===== config.mk =====
export PLATFORM = sky130hd
export DESIGN_NAME = watchdog_core
export DESIGN_NICKNAME = d
export VERILOG_FILES = /design/src/design/level_sync.v /design/src/design/reset_stretch.v /design/src/design/watchdog_core.v
export VERILOG_INCLUDE_DIRS = /design/src /design/src/pkg
export SDC_FILE = /design/constraint.sdc
export NUM_CORES = 1
export LEC_CHECK = 0
export BUFFER_PORTS_ARGS = -buffer_cell sky130_fd_sc_hd__buf_2
export CAP_MARGIN = 25
export CORE_ASPECT_RATIO = 0.8
export CORE_MARGIN = 2
export CORE_UTILIZATION = 35
export DETAILED_ROUTE_END_ITERATION = 12
export PLACE_DENSITY = 0.71
export SLEW_MARGIN = 40
export SYNTH_ARGS = -nofsm -noshare
export SYNTH_HDL_FRONTEND = slang
export SYNTH_SLANG_ARGS = --single-unit

===== constraint.sdc =====
create_clock -name clk_sys -period 2.6 [get_ports clk_sys]
set_input_delay 0 -clock clk_sys [delete_from_list [all_inputs] [get_ports clk_sys]]
set_output_delay 0 -clock clk_sys [all_outputs]
set_load 0.05 [all_outputs]

===== src/pkg/watchdog_defs.vh =====
`ifndef WATCHDOG_DEFS_VH
`define WATCHDOG_DEFS_VH

// register map (byte address on the slave bus)
`define WDG_ADDR_COUNT_CONTROL 8'hD8
`define WDG_ADDR_W             8

// field positions in watchdog_count_control
`define WDG_BIT_ACTIVATE       0
`define WDG_BIT_SOFT_RESET     1
`define WDG_BIT_COUNTER_LSB    7
`define WDG_BIT_PERIOD_MSB     2

// reset values
`define WDG_REG_RESET          8'hFE
`define WDG_CNT_RESET          7'h7F
`define WDG_CNT_ZERO           6'h00

// timing counts, in core clock cycles or instructions
`define WDG_TICK_CYCLES        3072
`define WDG_GUARD_INSTR        28
`define WDG_STAB_CYCLES        2048

// power states
`define WDG_ST_RUN             2'h0
`define WDG_ST_WAIT            2'h1
`define WDG_ST_STOP            2'h2

`endif


===== src/design/level_sync.v =====
`timescale 1ns/100ps
`default_nettype none

module level_sync (
    // clock and reset
    input  wire clk_sys,
    input  wire sys_rst,
    // async level in, synchronised level out
    input  wire din,
    output wire dout
);

    reg meta_reg;
    reg sync_reg;

    always @(posedge clk_sys) begin
        if (sys_rst) begin
            meta_reg <= 1'b0;
            sync_reg <= 1'b0;
        end else begin
            meta_reg <= din;
            sync_reg <= meta_reg;
        end
    end

    assign dout = sync_reg;

endmodule

`default_nettype wire


===== src/design/reset_stretch.v =====
`timescale 1ns/100ps
`default_nettype none
`include "watchdog_defs.vh"

module reset_stretch #(
    parameter HOLD_CYCLES = `WDG_STAB_CYCLES,
    parameter CNT_W       = 12
) (
    // clock and reset
    input  wire clk_sys,
    input  wire sys_rst,
    // one-cycle trigger in, held reset out
    input  wire trigger,
    output wire hold
);

    localparam integer     LAST_I = HOLD_CYCLES - 1;
    localparam [CNT_W-1:0] LAST   = LAST_I[CNT_W-1:0];
    localparam [CNT_W-1:0] ONE    = {{(CNT_W-1){1'b0}}, 1'b1};

    reg             hold_reg;
    reg [CNT_W-1:0] cnt_reg;

    // stretched like a pin reset so the restart sees the same settling delay
    always @(posedge clk_sys) begin
        if (sys_rst) begin
            hold_reg <= 1'b0;
            cnt_reg  <= {CNT_W{1'b0}};
        end else if (trigger) begin
            hold_reg <= 1'b1;
            cnt_reg  <= {CNT_W{1'b0}};
        end else if (hold_reg) begin
            if (cnt_reg == LAST) begin
                hold_reg <= 1'b0;
            end
            cnt_reg <= cnt_reg + ONE;
        end
    end

    assign hold = hold_reg;

endmodule

`default_nettype wire


===== src/design/watchdog_core.v =====
`timescale 1ns/100ps
`default_nettype none
`include "watchdog_defs.vh"

// Notes on behaviour
// [RULE_01] active counter decrements, expiry resets device
// [RULE_02] reset when physical bit 6 falls
// [RULE_03] software option: inactive until activation written
// [RULE_04] activation sticks; only system reset clears; the code also clears it on a watchdog reset
// [RULE_05] hardware option: activation forced one always
// [RULE_06] hardware, no external control: stop becomes wait
// [RULE_07] inactive watchdog: stop is true stop
// [RULE_08] external control: pin high stops, low waits
// [RULE_09] wake from stop resumes held count
// [RULE_10] register resets to FE
// [RULE_11] clearing soft reset bit triggers reset
// [RULE_12] register counter bits stored reversed
// [RULE_13] inactive: free 7-bit timer incl. soft bit
// [RULE_14] 64 periods, 3072 to 196608 cycles
// [RULE_15] software checks activation in 27 instructions
// [RULE_16] external party keeps stop pin high normally
// [RULE_17] watchdog reset stretched like pin reset
// [RULE_18] 28 instructions after activation before reset
// [RULE_19] reset pin driven low during internal reset
// [RULE_20] write loads counter and soft bit at once
module watchdog_core #(
    parameter TICK_CYCLES = `WDG_TICK_CYCLES,
    parameter GUARD_INSTR = `WDG_GUARD_INSTR,
    parameter STAB_CYCLES = `WDG_STAB_CYCLES
) (
    // clock and reset
    input  wire        clk_sys,
    input  wire        sys_rst,
    // avalon-mm slave
    input  wire [7:0]  avs_address,
    input  wire        avs_read,
    input  wire        avs_write,
    input  wire [31:0] avs_writedata,
    input  wire [3:0]  avs_byteenable,
    output wire [31:0] avs_readdata,
    output wire        avs_waitrequest,
    // factory options and stop control pin
    input  wire        opt_hw_activation,
    input  wire        opt_ext_stop,
    input  wire        nmi_pin,
    // core events, same clock
    input  wire        stop_instr,
    input  wire        wake_irq,
    input  wire        instr_done,
    // power state and reset outputs
    output wire        stop_mode,
    output wire        wait_mode,
    output wire        watchdog_active,
    output wire        wdg_reset,
    output wire        reset_pin_o,
    output wire        reset_pin_oe
);

    localparam integer TICK_LAST_I = TICK_CYCLES - 1;
    localparam [11:0]  TICK_LAST   = TICK_LAST_I[11:0];
    localparam integer GUARD_N_I   = GUARD_INSTR;
    localparam [4:0]   GUARD_N     = GUARD_N_I[4:0];

    // physical counter -> register byte, bits reversed
    function [7:0] cnt_to_reg;
        input [6:0] cnt;
        input       act;
        integer     i;
        begin
            cnt_to_reg = 8'h00;
            for (i = 0; i < 6; i = i + 1) begin
                cnt_to_reg[`WDG_BIT_COUNTER_LSB - i] = cnt[i];
            end
            cnt_to_reg[`WDG_BIT_SOFT_RESET] = cnt[6];
            cnt_to_reg[`WDG_BIT_ACTIVATE]   = act;
        end
    endfunction

    // register byte -> physical counter
    function [6:0] reg_to_cnt;
        input [7:0] b;
        integer     i;
        begin
            reg_to_cnt = 7'h00;
            for (i = 0; i < 6; i = i + 1) begin
                reg_to_cnt[i] = b[`WDG_BIT_COUNTER_LSB - i];
            end
            reg_to_cnt[6] = b[`WDG_BIT_SOFT_RESET];
        end
    endfunction

    // synchronised pins
    wire hw_opt;
    wire ext_opt;
    wire nmi_level;

    level_sync sync_hw (
        .clk_sys (clk_sys),
        .sys_rst (sys_rst),
        .din     (opt_hw_activation),
        .dout    (hw_opt)
    );

    level_sync sync_ext (
        .clk_sys (clk_sys),
        .sys_rst (sys_rst),
        .din     (opt_ext_stop),
        .dout    (ext_opt)
    );

    level_sync sync_nmi (
        .clk_sys (clk_sys),
        .sys_rst (sys_rst),
        .din     (nmi_pin),
        .dout    (nmi_level)
    );

    // state
    reg        act_reg;
    reg [6:0]  cnt_reg;
    reg [11:0] presc_reg;
    reg [1:0]  pwr_reg;
    reg [1:0]  pwr_next;
    reg        pending_reg;
    reg [4:0]  guard_reg;
    reg        active_d_reg;
    reg        ack_reg;
    reg [31:0] rdata_reg;
    reg        trig_reg;

    wire hold;
    wire int_rst;
    wire active;
    wire frozen;
    wire tick;
    wire req;
    wire hit;
    wire wr_hit;
    wire expire;
    wire guard_done;
    wire soft_clear;
    wire [7:0] reg_view;

    reset_stretch #(
        .HOLD_CYCLES (STAB_CYCLES),
        .CNT_W       (12)
    ) stretch (
        .clk_sys (clk_sys),
        .sys_rst (sys_rst),
        .trigger (trig_reg),
        .hold    (hold)
    );

    // watchdog reset also clears prescaler, counter, guard and power state as a system reset would; the bus slave sees only sys_rst
    assign int_rst = sys_rst | hold;

    assign active = hw_opt | act_reg; // [RULE_03] [RULE_05]
    assign frozen = (pwr_reg == `WDG_ST_STOP); // [RULE_08] [RULE_09]
    assign tick   = ~frozen & (presc_reg == TICK_LAST); // [RULE_14]

    assign req    = avs_read | avs_write;
    assign hit    = (avs_address == `WDG_ADDR_COUNT_CONTROL);
    assign wr_hit = avs_write & ack_reg & hit & avs_byteenable[0];

    assign reg_view = cnt_to_reg(cnt_reg, active); // [RULE_12]

    // software write of zero to soft bit resets at once
    assign soft_clear = wr_hit &
                        ~avs_writedata[`WDG_BIT_SOFT_RESET]; // [RULE_11]

    // top stage falling 1 -> 0 on the decrement
    assign expire = active & tick & cnt_reg[6] &
                    (cnt_reg[5:0] == `WDG_CNT_ZERO) & ~wr_hit; // [RULE_02]

    assign guard_done = (guard_reg == GUARD_N); // [RULE_18]

    // prescaler: restarts on reload so the written period is exact
    always @(posedge clk_sys) begin
        if (int_rst) begin
            presc_reg <= 12'h000;
        end else if (wr_hit) begin
            presc_reg <= 12'h000;
        end else if (!frozen) begin
            if (presc_reg == TICK_LAST) begin
                presc_reg <= 12'h000;
            end else begin
                presc_reg <= presc_reg + 12'h001;
            end
        end
    end

    // counter and activation bit
    always @(posedge clk_sys) begin
        if (int_rst) begin
            cnt_reg <= `WDG_CNT_RESET; // [RULE_10]
            act_reg <= 1'b0; // [RULE_10]
        end else begin
            if (wr_hit) begin
                cnt_reg <= reg_to_cnt(avs_writedata[7:0]); // [RULE_20]
            end else if (tick) begin
                // inactive: wraps freely as a 7-bit timer
                cnt_reg <= cnt_reg - 7'h01; // [RULE_01] [RULE_13]
            end
            if (wr_hit && avs_writedata[`WDG_BIT_ACTIVATE]) begin
                act_reg <= 1'b1; // [RULE_04]
            end
        end
    end

    // an expiry inside the guard window waits for it to close
    always @(posedge clk_sys) begin
        if (int_rst) begin
            guard_reg    <= 5'h00;
            active_d_reg <= 1'b0;
            pending_reg  <= 1'b0;
            trig_reg     <= 1'b0;
        end else begin
            active_d_reg <= active;
            if (active && !active_d_reg) begin
                guard_reg <= 5'h00; // [RULE_18]
            end else if (active && instr_done && !guard_done) begin
                guard_reg <= guard_reg + 5'h01;
            end
            if (expire) begin
                pending_reg <= 1'b1;
            end
            // one-cycle pulse, else the stretcher restarts and runs long
            trig_reg <= ~trig_reg & (soft_clear |
                        ((expire | pending_reg) & guard_done)); // [RULE_01]
        end
    end

    // power state on a stop instruction
    always @* begin
        pwr_next = pwr_reg;
        case (pwr_reg)
            `WDG_ST_RUN: begin
                if (stop_instr) begin
                    if (!active) begin
                        pwr_next = `WDG_ST_STOP; // [RULE_07]
                    end else if (ext_opt && nmi_level) begin
                        pwr_next = `WDG_ST_STOP; // [RULE_08]
                    end else begin
                        // oscillator must keep running
                        pwr_next = `WDG_ST_WAIT; // [RULE_06] [RULE_08]
                    end
                end
            end
            `WDG_ST_WAIT: begin
                if (wake_irq) begin
                    pwr_next = `WDG_ST_RUN;
                end
            end
            `WDG_ST_STOP: begin
                if (wake_irq) begin
                    pwr_next = `WDG_ST_RUN; // [RULE_09]
                end
            end
            default: begin
                pwr_next = `WDG_ST_RUN;
            end
        endcase
    end

    always @(posedge clk_sys) begin
        if (int_rst) begin
            pwr_reg <= `WDG_ST_RUN;
        end else begin
            pwr_reg <= pwr_next;
        end
    end

    // bus slave: one wait cycle, then the answer
    always @(posedge clk_sys) begin
        if (sys_rst) begin
            ack_reg   <= 1'b0;
            rdata_reg <= 32'h0000_0000;
        end else begin
            ack_reg <= req & ~ack_reg;
            if (avs_read && !ack_reg) begin
                // unmapped addresses read as zero
                rdata_reg <= hit ? {24'h00_0000, reg_view} : 32'h0000_0000;
            end
        end
    end

    assign avs_waitrequest = req & ~ack_reg;
    assign avs_readdata    = rdata_reg;

    assign stop_mode       = (pwr_reg == `WDG_ST_STOP);
    assign wait_mode       = (pwr_reg == `WDG_ST_WAIT);
    assign watchdog_active = active;
    assign wdg_reset       = hold; // [RULE_17]
    // open drain: only ever pulls the shared reset line low
    assign reset_pin_o     = 1'b0;
    assign reset_pin_oe    = hold; // [RULE_19]

endmodule

`default_nettype wire


==> results.tsv <==
metric	value	unit
worst_clock_skew	0.00608	ns
gp_congestion	0.808	
area_growth	17.4	%
topRoutingLayerUsed	met4	
fin_setup_tns	0	ns
ant_nets	0	
grt_start_max_net_pins	20	
finalSetupViolations	0	
dieHeight	84.9	µm
wl_met1	2930	µm
io_buffers	40	
critPathKind	reg2reg	
wl	5980	µm
grt_pass1_vias	2166	
coreArea	7950	µm²
reg2reg_depth	6	
viasPerCell	4.74	
cts_buffers	9	
fin_area	3360	µm²
min_period_over_period	0.821	
layout_commonest_cell	dfxtp_1	
rows	29	
drt_iter0_markers	96	
yosys.area.top_type	dfxtp_1	
synth_edf_count	0	
nFillCells	779	
die-area	8920	µm²
place_hpwl	4250	µm
final_cells	485	
final_cell_mix	dfxtp_1, nor2_1, buf_2	
clockRootBuffer	clkbuf_8	
syn_avg_cell_area	8.83	µm²
total_power	1.96	mW
regToRegStartpoint	pwr_reg[0]	
whs_path_depth	3	
slew_viol_final	0	
cts_setup_buffers	0	
clk_latency	0.33	ns
min_from	avs_writedata[1]	
timing.fmax	468	MHz
worstMarginPinSlew	0.602	ns
ys_seq_elements	58	
cts_num_sinks	58	
antenna_found_initial	0	
start_kind	flop	
crit_path_end_kind	flop	
pre_cts_ws	0.494	ns
wl_met3	342	µm
yosys_warnings	0	
min_period	2.14	ns
h-tree-depth	3	
dp.cells	458	
holdPathEnd	cnt_reg[6]	
n_antenna_cell	0	
overflow	0	
r2r_slack	0.46	ns
maxCapViolations	0	
netlist_area	2860	µm²
irDropWorstVdd	0.227	mV
synth.distinct_cells	49	
avgRoutedWirePerCell	12.3	µm
async_flop_share	0	
wl_met2	2670	µm
critPathArrivalTime	2.35	ns
ioPinCount	93	
r2r-end	cnt_reg[6]	
status	complete, no violations	
place_area	3050	µm²
slew_headroom	0.595	
syn_inst	324	
path_max_fanout	8	
finalWorstSetupSlack	0.464	ns
hold_class	in2reg	
synth-seq-area-share	0.406	
p_leak	1.37	nW
synthTopCellsByArea	dfxtp_1, buf_4, nor2_1	
clkTransAtPathRegs	0.07	ns
dr_total_vias	2297	
fin_nets	435	
clk_path_buf_depth	2	
start_util	0.360	
post-route-drc-count	0	
grtUsageTotal	0.138	
rsz0062_at_grt	no	
power-per-cell-area	585	nW/µm²
cts_tree	built	
required	2.81	ns
dr.pass1.iters	4	
drive_gt1_frac	0.188	
ys.flop_type	dfxtp_1	
grt_pass1_wl	9870	µm
die_w	105	µm
synth_top_area_share	0.406	
hold_violations	0	
==> per-layer routing <==
metal / up-vias / global-route usage
li1: 1173 / -
met1: 1045 / 0.175
met2: 77 / 0.220
met3: 2 / 0.0476
met4: 0 / 0.0509
met5: - / 0
==> repair_timing <==
action | in CTS | in global routing
endpoints found under the setup margin | 0 | 0
endpoints found under the hold margin | 10 | 0
resized for setup | 0 | 0
hold buffers | 11 | 0
==> critical path, cell delays in order (launching register included) <==
cell	delay, ns
dfxtp_1	0.34
inv_1	0.08
ha_1	0.23
nand4bb_1	0.38
nor4_1	0.62
and4_2	0.33
nor3_1	0.05
==> final cells by class <==
type | instances | area (µm²) | share of cell area
Clock buffer | 9 | 124 | 0.0369
Clock inverter | 7 | 68.8 | 0.0205
Inverter | 11 | 41.3 | 0.0123
Multi-Input combinational cell | 238 | 1500 | 0.445
Sequential cell | 58 | 1160 | 0.346
Tap cell | 108 | 135 | 0.0402
Timing Repair Buffer | 54 | 333 | 0.0991
==> kinds of logic after synthesis <==
family | count (synthesis) | synth area share
DFF | 58 | 0.406
xor gates and xnor gates | 25 | 0.0765
buffers and inverters | 52 | 0.105
other | 1 | 0.00131
adders and majority gates | 9 | 0.0394
AOI/OAI and AO/OA | 37 | 0.0936
and+or+nand+nor | 136 | 0.257
muxes | 6 | 0.0219
==> how the worst max path moves through the flow <==
stage	start	to	slack [ns]	depth (start not counted)
after global routing	pwr_reg[0]	trig_reg	0.15	6
after CTS	pwr_reg[0]	trig_reg	0.47	6
final	pwr_reg[0]	cnt_reg[6]	0.46	6
after global placement	pwr_reg[0]	trig_reg	0.60	6
after detailed placement	pwr_reg[0]	trig_reg	0.49	6
after floorplan	pwr_reg[0]	cnt_reg[2]	0.48	7
==> power breakdown <==
part / leakage [nW] / internal, mW / switching [mW]
Clock: 0.0954 / 0.440 / 0.368
Combinational: 0.802 / 0.0691 / 0.167
Sequential: 0.470 / 0.906 / 0.0140
Total: 1.37 / 1.42 / 0.549
==> synth_stat cells, types with 3 or more instances <==
cell       n
or3_1      3
dfxtp_1   58
buf_4     26
and3_1     5
and4_1     4
nor2b_1    7
and2_1     5
inv_1     11
xor2_1    14
xnor2_1   11
nand4_1    9
nor3_1    11
nand2_1   10
nor4_1     4
a21oi_1    8
mux2i_1    4
ha_1       9
nor2_1    49
a22oi_1    9
clkbuf_1  13
nand3_1   11
o21ai_0    3
and4b_1    3
o21a_1     3
==> metrics by stage <==
stage	hold WS [ns]	util
6_report	0.00192	0.423
3_5_place_dp	0.213	0.384
3_3_place_gp	0.209	0.384
2_1_floorplan	0.122	-
4_1_cts	0.0000785	0.422
5_1_grt	0.0141	0.423
Power figures use the tool's default switching activity.
